--- src/inc/bcm_consts.vh ---
/*
 Constants of the brushless commutator: register offsets, field positions and timing.
 Assumes inclusion by bare name from design files that share one byte-wide register port.
*/
`ifndef BCM_CONSTS_VH
`define BCM_CONSTS_VH
`define BCM_ADDR_FLAGS 8'h00
`define BCM_ADDR_STATUS 8'h07
`define BCM_ADDR_RING 8'h18
`define BCM_ADDR_RATE 8'h19
`define BCM_ADDR_LONE 8'h1A
`define BCM_ADDR_OVERLAP 8'h1B
`define BCM_ADDR_SHIFT 8'h1C
`define BCM_ADDR_POSITION 8'h1E
`define BCM_ADDR_CAP 8'h1F
`define BCM_BIT_HOLD 4
`define BCM_BIT_FOUR_PHASE 1
`define BCM_BIT_FULL_COUNT 2
`define BCM_RST_BYTE 8'h00
`define BCM_RING_MASK 8'h7F
`define BCM_PRESCALE 16
`define BCM_PRESCALE_LAST 4'hF
`endif

--- src/verilog/bcm_commutator.v ---
/*
 Brushless commutator: encoder decode, circular ring counter, phase advance and phase enables.
 Assumes host register strobes on mclk, encoder pins asynchronous to mclk, rst_n async low.
*/
`timescale 1ns/1ps
`default_nettype none
`include "bcm_consts.vh"
module bcm_commutator
(
  input wire mclk,
  input wire rst_n,
  input wire enc_a,
  input wire enc_b,
  input wire enc_index,
  input wire [7:0] reg_addr,
  input wire [7:0] reg_wdata,
  input wire reg_wr,
  input wire reg_rd,
  output reg [7:0] reg_rdata_ff,
  output reg quad_step_ff,
  output reg quad_up_ff,
  output reg first_winding_drive,
  output reg second_winding_drive,
  output reg third_winding_drive,
  output reg fourth_winding_drive
);

  reg [7:0] flags_ff;
  reg [7:0] status_ff;
  reg [7:0] ring_length_ff;
  reg [7:0] advance_rate_timer_ff;
  reg [7:0] lone_phase_span_ff;
  reg [7:0] overlap_span_ff;
  reg [7:0] cycle_shift_ff;
  reg [7:0] advance_cap_ff;
  reg [2:0] a_sync_ff;
  reg [2:0] b_sync_ff;
  reg [2:0] idx_sync_ff;
  reg [2:0] settle_ff;
  reg [6:0] ring_cnt_ff;
  reg [3:0] presc_ff;
  reg [7:0] win_tmr_ff;
  reg [8:0] win_cnt_ff;
  reg [9:0] advance_ff;
  wire hold_commutator;
  wire four_phase;
  wire full_count;
  wire a_now;
  wire b_now;
  wire a_old;
  wire b_old;
  wire q_step;
  wire q_up;
  wire full_step;
  wire unit_step;
  wire index_rise;
  wire [6:0] ring;
  wire win_end;
  reg [6:0] nxt_ring_cnt;
  reg [8:0] nxt_win_cnt;
  reg [7:0] adv_mag;
  reg [9:0] ring10;
  reg [9:0] pos;
  reg [9:0] step10;
  reg [9:0] rem;
  reg [1:0] seg;
  reg [1:0] seg_next;
  reg ovl;
  reg [3:0] nxt_phase;

  assign hold_commutator = flags_ff[`BCM_BIT_HOLD];
  assign four_phase = status_ff[`BCM_BIT_FOUR_PHASE];
  assign full_count = status_ff[`BCM_BIT_FULL_COUNT];
  assign ring = ring_length_ff[6:0];

  // Register port; writes take effect at once so held shift writes step the phases
  always @(posedge mclk or negedge rst_n)
  begin
    if (!rst_n)
    begin
      flags_ff <= `BCM_RST_BYTE;
      status_ff <= `BCM_RST_BYTE;
      ring_length_ff <= `BCM_RST_BYTE;
      advance_rate_timer_ff <= `BCM_RST_BYTE;
      lone_phase_span_ff <= `BCM_RST_BYTE;
      overlap_span_ff <= `BCM_RST_BYTE;
      cycle_shift_ff <= `BCM_RST_BYTE;
      advance_cap_ff <= `BCM_RST_BYTE;
    end
    else if (reg_wr)
    begin
      if (reg_addr == `BCM_ADDR_FLAGS)
        flags_ff <= reg_wdata;
      else if (reg_addr == `BCM_ADDR_STATUS)
        status_ff <= reg_wdata;
      else if (reg_addr == `BCM_ADDR_RING)
        ring_length_ff <= reg_wdata & `BCM_RING_MASK;
      else if (reg_addr == `BCM_ADDR_RATE)
        advance_rate_timer_ff <= reg_wdata;
      else if (reg_addr == `BCM_ADDR_LONE)
        lone_phase_span_ff <= reg_wdata & `BCM_RING_MASK;
      else if (reg_addr == `BCM_ADDR_OVERLAP)
        overlap_span_ff <= reg_wdata & `BCM_RING_MASK;
      else if (reg_addr == `BCM_ADDR_SHIFT)
        cycle_shift_ff <= reg_wdata;
      else if (reg_addr == `BCM_ADDR_CAP)
        advance_cap_ff <= reg_wdata & `BCM_RING_MASK;
    end
  end

  always @(posedge mclk or negedge rst_n)
  begin
    if (!rst_n)
      reg_rdata_ff <= `BCM_RST_BYTE;
    else if (reg_rd)
    begin
      if (reg_addr == `BCM_ADDR_FLAGS)
        reg_rdata_ff <= flags_ff;
      else if (reg_addr == `BCM_ADDR_STATUS)
        reg_rdata_ff <= status_ff;
      else if (reg_addr == `BCM_ADDR_RING)
        reg_rdata_ff <= ring_length_ff;
      else if (reg_addr == `BCM_ADDR_RATE)
        reg_rdata_ff <= advance_rate_timer_ff;
      else if (reg_addr == `BCM_ADDR_LONE)
        reg_rdata_ff <= lone_phase_span_ff;
      else if (reg_addr == `BCM_ADDR_OVERLAP)
        reg_rdata_ff <= overlap_span_ff;
      else if (reg_addr == `BCM_ADDR_SHIFT)
        reg_rdata_ff <= cycle_shift_ff;
      else if (reg_addr == `BCM_ADDR_POSITION)
        reg_rdata_ff <= {1'b0, ring_cnt_ff};
      else if (reg_addr == `BCM_ADDR_CAP)
        reg_rdata_ff <= advance_cap_ff;
      else
        reg_rdata_ff <= `BCM_RST_BYTE;
    end
  end

  // Pins are asynchronous; stage 0 feeds only stage 1, edges use stages 1 and 2
  always @(posedge mclk or negedge rst_n)
  begin
    if (!rst_n)
    begin
      a_sync_ff <= 3'h0;
      b_sync_ff <= 3'h0;
      idx_sync_ff <= 3'h0;
    end
    else
    begin
      a_sync_ff <= {a_sync_ff[1:0], enc_a};
      b_sync_ff <= {b_sync_ff[1:0], enc_b};
      idx_sync_ff <= {idx_sync_ff[1:0], enc_index};
    end
  end

  // Edges wait until stage 2 holds a real pin sample; a pin left high through reset
  // would otherwise look like an edge and give a false count
  always @(posedge mclk or negedge rst_n)
  begin
    if (!rst_n)
      settle_ff <= 3'h0;
    else
      settle_ff <= {settle_ff[1:0], 1'b1};
  end

  assign a_now = a_sync_ff[1];
  assign b_now = b_sync_ff[1];
  assign a_old = a_sync_ff[2];
  assign b_old = b_sync_ff[2];
  // A double transition is a missed count and is dropped rather than guessed
  assign q_step = settle_ff[2] & ((a_now ^ a_old) ^ (b_now ^ b_old));
  assign q_up = ~(a_old ^ b_now);
  // One full count per bar and space: the A edge while B is low
  assign full_step = q_step & ~b_now & ~b_old;
  assign unit_step = full_count ? full_step : q_step;
  assign index_rise = settle_ff[2] & idx_sync_ff[1] & ~idx_sync_ff[2];

  // Position feedback stays in quadrature counts whatever the unit bit says
  always @(posedge mclk or negedge rst_n)
  begin
    if (!rst_n)
    begin
      quad_step_ff <= 1'b0;
      quad_up_ff <= 1'b0;
    end
    else
    begin
      quad_step_ff <= q_step;
      quad_up_ff <= q_up;
    end
  end

  always @*
  begin
    nxt_ring_cnt = ring_cnt_ff;
    if (hold_commutator)
      nxt_ring_cnt = ring_cnt_ff;
    else if (index_rise)
      nxt_ring_cnt = 7'h00;
    else if (unit_step)
    begin
      if (q_up)
        nxt_ring_cnt = (ring_cnt_ff + 7'h01 >= ring) ? 7'h00 : ring_cnt_ff + 7'h01;
      else
        nxt_ring_cnt = (ring_cnt_ff == 7'h00 || ring_cnt_ff >= ring) ?
          ((ring == 7'h00) ? 7'h00 : ring - 7'h01) : ring_cnt_ff - 7'h01;
    end
  end

  always @(posedge mclk or negedge rst_n)
  begin
    if (!rst_n)
      ring_cnt_ff <= 7'h00;
    else
      ring_cnt_ff <= nxt_ring_cnt;
  end

  // Speed window of 16 clocks per timer step; held counters see no motion
  assign win_end = (presc_ff == `BCM_PRESCALE_LAST) && (win_tmr_ff == advance_rate_timer_ff);

  always @*
  begin
    nxt_win_cnt = win_cnt_ff;
    if (unit_step && !hold_commutator)
    begin
      if (q_up && win_cnt_ff != 9'h0FF)
        nxt_win_cnt = win_cnt_ff + 9'h001;
      else if (!q_up && win_cnt_ff != 9'h101)
        nxt_win_cnt = win_cnt_ff - 9'h001;
    end
    adv_mag = win_cnt_ff[8] ? 8'h00 - win_cnt_ff[7:0] : win_cnt_ff[7:0];
    if (adv_mag > advance_cap_ff)
      adv_mag = advance_cap_ff;
  end

  always @(posedge mclk or negedge rst_n)
  begin
    if (!rst_n)
    begin
      presc_ff <= 4'h0;
      win_tmr_ff <= 8'h00;
      win_cnt_ff <= 9'h000;
      advance_ff <= 10'h000;
    end
    else
    begin
      presc_ff <= presc_ff + 4'h1;
      if (presc_ff == `BCM_PRESCALE_LAST)
        win_tmr_ff <= win_end ? 8'h00 : win_tmr_ff + 8'h01;
      if (win_end)
      begin
        win_cnt_ff <= 9'h000;
        advance_ff <= win_cnt_ff[8] ? 10'h000 - {2'b00, adv_mag} : {2'b00, adv_mag};
      end
      else
        win_cnt_ff <= nxt_win_cnt;
    end
  end

  // Shifted, advanced position folded back onto the ring, then split into segments
  always @*
  begin
    ring10 = {3'b000, ring};
    pos = {3'b000, ring_cnt_ff} + {{2{cycle_shift_ff[7]}}, cycle_shift_ff} + advance_ff;
    if (pos[9])
      pos = pos + ring10;
    if (pos[9])
      pos = pos + ring10;
    if (!pos[9] && pos >= ring10)
      pos = pos - ring10;
    if (!pos[9] && pos >= ring10)
      pos = pos - ring10;
    if (ring == 7'h00 || pos[9])
      pos = 10'h000;
    step10 = {2'b00, lone_phase_span_ff} + {2'b00, overlap_span_ff};
    if (step10 == 10'h000 || pos < step10)
      seg = 2'd0;
    else if (pos < (step10 << 1))
      seg = 2'd1;
    else if (!four_phase || pos < (step10 << 1) + step10)
      seg = 2'd2;
    else
      seg = 2'd3;
    rem = pos - step10 * {8'h00, seg};
    ovl = (rem >= {2'b00, lone_phase_span_ff}) && (overlap_span_ff != 8'h00);
    if ((seg == 2'd2 && !four_phase) || seg == 2'd3)
      seg_next = 2'd0;
    else
      seg_next = seg + 2'd1;
    nxt_phase = 4'h0;
    nxt_phase[seg] = 1'b1;
    if (ovl)
      nxt_phase[seg_next] = 1'b1;
  end

  // Registered enables; sequencing only, the drive level is combined outside
  always @(posedge mclk or negedge rst_n)
  begin
    if (!rst_n)
    begin
      first_winding_drive <= 1'b0;
      second_winding_drive <= 1'b0;
      third_winding_drive <= 1'b0;
      fourth_winding_drive <= 1'b0;
    end
    else
    begin
      first_winding_drive <= nxt_phase[0];
      second_winding_drive <= nxt_phase[1];
      third_winding_drive <= nxt_phase[2];
      fourth_winding_drive <= nxt_phase[3] & four_phase;
    end
  end

endmodule // bcm_commutator
`default_nettype wire

--- config.mk ---
export PLATFORM = sky130hd
export DESIGN_NAME = bcm_commutator
export DESIGN_NICKNAME = d
export VERILOG_FILES = /design/src/verilog/bcm_commutator.v
export VERILOG_INCLUDE_DIRS = /design/src /design/src/inc
export SDC_FILE = /design/constraint.sdc
export NUM_CORES = 1
export LEC_CHECK = 0
export BUFFER_PORTS_ARGS = -buffer_cell sky130_fd_sc_hd__buf_4
export CORE_MARGIN = 3
export CORE_UTILIZATION = 35
export DETAILED_ROUTE_END_ITERATION = 16
export PLACE_DENSITY = 0.46
export SYNTH_ARGS = -nofsm -noshare
export SYNTH_HDL_FRONTEND = slang
export SYNTH_SLANG_ARGS = --single-unit
--- constraint.sdc ---
create_clock -name mclk -period 18 [get_ports mclk]
set_input_delay 1.8 -clock mclk [delete_from_list [all_inputs] [get_ports mclk]]
set_output_delay 1.8 -clock mclk [all_outputs]
set_load 0.05 [all_outputs]
Word-level counts from Yosys, hierarchy flattened

Index checks and enable logic that the tools add are counted.

Add/sub/neg operators: 19
Multiply operators: 1
Order comparisons: 13
Eq/ne operators: 14
Multiplexer cells: 38
Bitwise logic cells: 23
Reductions and logical operators: 37

Operators by type and width:

| operator                                                                | number |
|---|---|
| 8-bit 2-to-1 mux                                                        | 10 |
| 10-bit 2-to-1 mux                                                       | 6 |
| 8-bit by 5-bit == test with 1-bit output, second input constant         | 7 |
| 7-bit 2-to-1 mux                                                        | 8 |
| 9-bit 2-to-1 mux                                                        | 4 |
| 10-bit by 7-bit >= comparator with 1-bit output                         | 3 |
| 10-bit by 7-bit adder with 10-bit output                                | 2 |
| 10-bit by 7-bit subtractor with 10-bit output                           | 2 |
| 7-bit >= comparator                                                     | 2 |
| 7-bit zero test                                                         | 2 |
| 7-bit by 1-bit subtractor with 7-bit output, second input constant      | 2 |
| 1-bit NOT                                                               | 12 |
| 10-bit adder                                                            | 1 |
| 9-bit by 8-bit adder with 10-bit output                                 | 1 |
| 1-bit logical AND                                                       | 10 |
| 10-bit zero test                                                        | 1 |
| 10-bit less-than comparator                                             | 1 |
| 10-bit by 8-bit less-than comparator with 1-bit output                  | 1 |
| 10-bit by 9-bit less-than comparator with 1-bit output                  | 1 |
| 8-bit by 2-bit multiplier with 10-bit output                            | 1 |
| 10-bit subtractor                                                       | 1 |
| 8-bit by 8-bit adder with 9-bit output                                  | 1 |
| 9-bit by 1-bit adder with 9-bit output, second input constant           | 1 |
| 9-bit by 8-bit inequality test with 1-bit output, second input constant | 1 |
| other kinds (37)                                                        | 64 |

Flip-flop bits (word level): 124
Input port bits: 23

Depth between registers and ports, before layout

Depth in word-level cells: 30
Depth in mapped cells: 76
Gate-level depth less buffers: 74

Worst setup path before layout

Ideal clock, no wire load.

Path type: register -> register
Start point: reg ring_cnt_ff[0]
End point: reg second_winding_drive
Library setup time: 120 ps
Data arrival time: 13825 ps
Required time: 17880 ps
Setup slack: 4054 ps
Cell stages (with the launch flop): 73
Cells stage by stage: dfrtp_1 ha_1 inv_1 fa_1 inv_1 a21oi_1 o21ai_0 a21o_1 a21oi_1 xnor2_1 ha_1 a21o_1 a2111oi_4 o32ai_2 clkbuf_1 nand2_1 nand2_1 ha_1 (+37 left out) inv_2 nor2_1 fa_1 inv_1 ha_1 nand3_1 o211a_1 nand2_1 a21oi_1 xnor2_1 ha_1 o21ai_0 nand2b_1 a21oi_1 nand2_1 or4b_2 a2bb2oi_2 a41o_1

Longest elaborated chain between the ends: 29
Elaborated cells on any way between the ends: 48

RTL lines:

| item                                                                               | RTL line             | text |
|---|---|---|
| start: declaration                                                                 | bcm_commutator.v:40  | `reg [6:0] ring_cnt_ff;` |
| start signal: assignment                                                           | bcm_commutator.v:216 | `ring_cnt_ff <= nxt_ring_cnt;` |
| 8-bit by 8-bit adder with 9-bit output *                                           | bcm_commutator.v:265 | `pos = {3'b000, ring_cnt_ff} + {{2{cycle_shift_ff[7]}}, cycle_shift_ff} + advance_ff;` |
| 10-bit adder *                                                                     | bcm_commutator.v:265 |  |
| 10-bit by 7-bit adder with 10-bit output                                           | bcm_commutator.v:267 | `pos = pos + ring10;` |
| 10-bit 2-to-1 mux *                                                                | bcm_commutator.v:266 | `if (pos[9])` |
| 10-bit by 7-bit adder with 10-bit output                                           | bcm_commutator.v:269 | `pos = pos + ring10;` |
| 10-bit 2-to-1 mux *                                                                | bcm_commutator.v:268 | `if (pos[9])` |
| 10-bit by 7-bit >= comparator with 1-bit output or 1-bit zero test (tied branches) | bcm_commutator.v:270 | `if (!pos[9] && pos >= ring10)` |
| 1-bit logical AND                                                                  | bcm_commutator.v:270 |  |
| 10-bit 2-to-1 mux *                                                                | bcm_commutator.v:270 |  |
| 10-bit by 7-bit >= comparator with 1-bit output or 1-bit zero test (tied branches) | bcm_commutator.v:272 | `if (!pos[9] && pos >= ring10)` |
| 1-bit logical AND                                                                  | bcm_commutator.v:272 |  |
| 10-bit 2-to-1 mux *                                                                | bcm_commutator.v:272 |  |
| 1-bit logical OR                                                                   | bcm_commutator.v:274 | `if (ring == 7'h00 \|\| pos[9])` |
| 10-bit 2-to-1 mux *                                                                | bcm_commutator.v:274 |  |
| branches (longest 14 deep; another with 10-bit less-than comparator)               | -                    |  |
| 4-bit 2-to-1 mux *                                                                 | bcm_commutator.v:293 | `if (ovl)` |
| via nxt_phase[1]                                                                   | bcm_commutator.v:69  | `reg [3:0] nxt_phase;` |
| end signal: assignment                                                             | bcm_commutator.v:310 | `second_winding_drive <= nxt_phase[1];` |
| end: declaration                                                                   | bcm_commutator.v:23  | `output reg second_winding_drive,` |

Mark *: on every way through the listed nets, which the timed path passes.
A chain may end at the register's enable or synchronous reset.

Worst setup path after layout

Start point: reg ring_cnt_ff[0]
End point: reg first_winding_drive

Longest elaborated chain between the ends: 29
Elaborated cells on any way between the ends: 48

RTL lines:

| item                                                                               | RTL line             | text |
|---|---|---|
| 8-bit by 8-bit adder with 9-bit output *                                           | bcm_commutator.v:265 |  |
| 10-bit adder *                                                                     | bcm_commutator.v:265 |  |
| 10-bit by 7-bit adder with 10-bit output                                           | bcm_commutator.v:267 |  |
| 10-bit 2-to-1 mux *                                                                | bcm_commutator.v:266 |  |
| 10-bit by 7-bit adder with 10-bit output                                           | bcm_commutator.v:269 |  |
| 10-bit 2-to-1 mux *                                                                | bcm_commutator.v:268 |  |
| 10-bit by 7-bit >= comparator with 1-bit output or 1-bit zero test (tied branches) | bcm_commutator.v:270 |  |
| 1-bit logical AND                                                                  | bcm_commutator.v:270 |  |
| 10-bit 2-to-1 mux *                                                                | bcm_commutator.v:270 |  |
| 10-bit by 7-bit >= comparator with 1-bit output or 1-bit zero test (tied branches) | bcm_commutator.v:272 |  |
| 1-bit logical AND                                                                  | bcm_commutator.v:272 |  |
| 10-bit 2-to-1 mux *                                                                | bcm_commutator.v:272 |  |
| 1-bit logical OR                                                                   | bcm_commutator.v:274 |  |
| 10-bit 2-to-1 mux *                                                                | bcm_commutator.v:274 |  |
| branches (longest 14 deep; another with 10-bit less-than comparator)               | -                    |  |
| 4-bit 2-to-1 mux *                                                                 | bcm_commutator.v:293 |  |
| via nxt_phase[0]                                                                   | bcm_commutator.v:69  |  |
| end signal: assignment                                                             | bcm_commutator.v:309 | `first_winding_drive <= nxt_phase[0];` |
| end: declaration                                                                   | bcm_commutator.v:22  | `output reg first_winding_drive,` |

Marks and branches as above.

==> impl_metrics.tcl <==
set metrics [dict create \
    grt_max_degree 74 \
    skew_ns 0.0113 \
    clock_sinks 123 \
    ys_seq_elements 123 \
    muxShareOfSynthArea_pct 10.1 \
    fin_nets 1473 \
    io-pin-count 37 \
    tns_ns 0 \
    avgSynthCellArea_um2 9.20 \
    syn-num-nets 1447 \
    antenna_found_initial 0 \
    synthTopCellsByArea "dfrtp_1 (26%), ha_1 (16%), mux2_2 (6.7%)" \
    rows 66 \
    clk_path_buf_depth 2 \
    grt_usage_pct 17.8 \
    start_kind "register" \
    vias 9160 \
    cts.clk_slew.worst_paths_ns 0.06 \
    area_growth_pct 11.3 \
    fin_cells 1744 \
    initial_utilization_pct 35.6 \
    netlist_area_um2 11600 \
    min_path_type "reg2reg" \
    yosys.area.top_type_share_pct 26.5 \
    first_pass_iters 5 \
    drtIter0Drc 398 \
    post-dp-hpwl_um 24200 \
    via_per_inst 5.25 \
    clkLatencyLatePin_ns 0.42 \
    critPathArrivalTime_ns 15.91 \
    synth-edff-count 0 \
    status "finished, final reports clean" \
    ys_seq_area_share_pct 26.5 \
    max_slew_margin_pct 25.8 \
    synth_top_family_by_area "compound AO/OA/AOI/OAI gates" \
    core_um2 32600 \
    fin_crit_sh_pct 86.7 \
    slowest_delay_ns 0.91 \
    worstPathRequired_ns 18.30 \
    maxCapViolCount 0 \
    dp_cells 1712 \
    yosysWarnings 0 \
    synth.most_common_cell "ha_1" \
    fin_util_pct 39.6 \
    synth_xor_area_share_pct 7.60 \
    routabilityCongestion 0.830 \
    yosysTopAreaCell "dfrtp_1" \
    tightestPinTransition_ns 1.11 \
    cts-root-buf "clkbuf_16" \
    synth_top_cells_by_count "ha_1 (145), dfrtp_1 (123), nor2_1 (104)" \
    routed_wl_um 31000 \
    hold_violations 0 \
    grt_pass1_wl_um 50500 \
    path_class "reg2reg" \
    ys_async_sr_fraction_pct 100 \
    postCtsSetupRepairBufs 0 \
    antenna_left 0 \
    wl_per_cell_um 17.8 \
    grt_overflow 0 \
    reg2reg_slack_ns 2.39 \
    setup_viol 0 \
    yosys.area_share.simple_pct 14.6 \
    setup.worst_path.end_class "register" \
    path_common_cell "ha_1" \
    synth_cell_types 89 \
    synth_cells 1263 \
    cts_resized 0 \
    dieArea_um2 35400 \
    rsz0062_at_grt "false" \
    place_ws_ns 2.47 \
    die_w_um 188 \
    synthAdderAreaFrac_pct 18.5 \
    num_antenna_cells 0 \
    drive_gt1_share_pct 14.1 \
    cts_buffers 17 \
    slew_violations 0 \
    synth-compound-area-share_pct 18.5 \
    hold_buffers 0 \
    grt_pass1_vias 9188 \
    period_needed_ns 15.61 \
    fill_cells 3289 \
    die_y_um 188 \
    port_buffers 36 \
    fmax_mhz 64.1 \
    cts_tree "yes" \
    cts_max_level 4 \
    setup_slack_ns 2.39 \
    synth-main-ff-cell "dfrtp_1" \
    drc 0 \
    crit_path_top_delay_cell "o32ai_2" \
    critPathMaxFanout 15 \
]
==> critical path: cells and delay by family (launching register included) <==
family          cells  cell delay, ns
simple gates       23            4.04
buf+inv             6            0.59
flops               1            0.52
xor+xnor            3            0.40
compound gates     23            4.93
mux                 4            0.95
fa+ha+maj          12            4.02
==> placed cells by master (no fill, tap or decap), drive strengths merged, types with 22 or more instances in the layout <==
| cell | instances |
|---|---|
| nand2b | 24 |
| nor3 | 34 |
| a21oi | 97 |
| nor2 | 105 |
| xnor2 | 71 |
| nand2 | 81 |
| xor2 | 29 |
| a21o | 26 |
| dfrtp | 123 |
| nand3 | 26 |
| buf | 40 |
| ha | 145 |
| mux2i | 22 |
| mux2 | 70 |
| o21ai | 64 |
| inv | 97 |
==> sequential cells by signal, summed over array words and instances, names as in the netlist, 3 cells and up <==
signal,flops
win_tmr_ff,8
lone_phase_span_ff,7
advance_cap_ff,7
ring_cnt_ff,7
status_ff,8
advance_ff,9
cycle_shift_ff,8
reg_rdata_ff,8
idx_sync_ff,3
overlap_span_ff,7
ring_length_ff,7
win_cnt_ff,9
b_sync_ff,3
settle_ff,3
advance_rate_timer_ff,8
presc_ff,4
flags_ff,8
a_sync_ff,3
==> path summary, 6_finish.rpt <==
kind,startpoint,end,cells after the start
min in group asynchronous,rst_n,reg_rdata_ff[5],1
worst max-delay path,ring_cnt_ff[0],first_winding_drive,71
max in group asynchronous,rst_n,advance_ff[2],2
worst min register to register,a_sync_ff[0],a_sync_ff[1],0
worst min-delay path,a_sync_ff[0],a_sync_ff[1],0
worst max register to register,ring_cnt_ff[0],first_winding_drive,71
==> per-layer routing <==
layer  up-vias  GRT usage [%]  wire (um)
li1       4587              -          -
met1      4375           25.0      15400
met2       166           29.0      14200
met3        32           2.47        983
met4         0           4.27        433
met5         -              0          0
==> cells by family (layout without fill, tap and decap cells) <==
logic type,after synthesis,after routing
flip-flops,123,123
other,2,2
buffers and inverters,128,167
AO/OA/AOI/OAI,304,304
XOR/XNOR,100,100
multiplexers,99,99
adder cells (fa/ha/maj),162,162
AND/OR/NAND/NOR,345,345
==> per-stage QoR <==
stage,instance area [um2],hold slack (ns)
4_1_cts,12900,0.350
5_1_grt,12900,0.354
3_5_place_dp,12300,0.335
6_report,12900,0.345
3_3_place_gp,12300,0.332
2_1_floorplan,11600,0.331
==> final cells by class <==
cell class              count  area (um2)  area share, %
clock buffers              19         443           3.43
clock inverters            13         141           1.09
repair buffers             40         300           2.32
well taps                 442         553           4.28
multi-input cells        1012        8050           62.3
flip-flops and latches    123        3080           23.8
inverters                  95         359           2.78
Power is not shown: default switching activity piles up to over one toggle a cycle in this logic, so the estimate is an artifact.
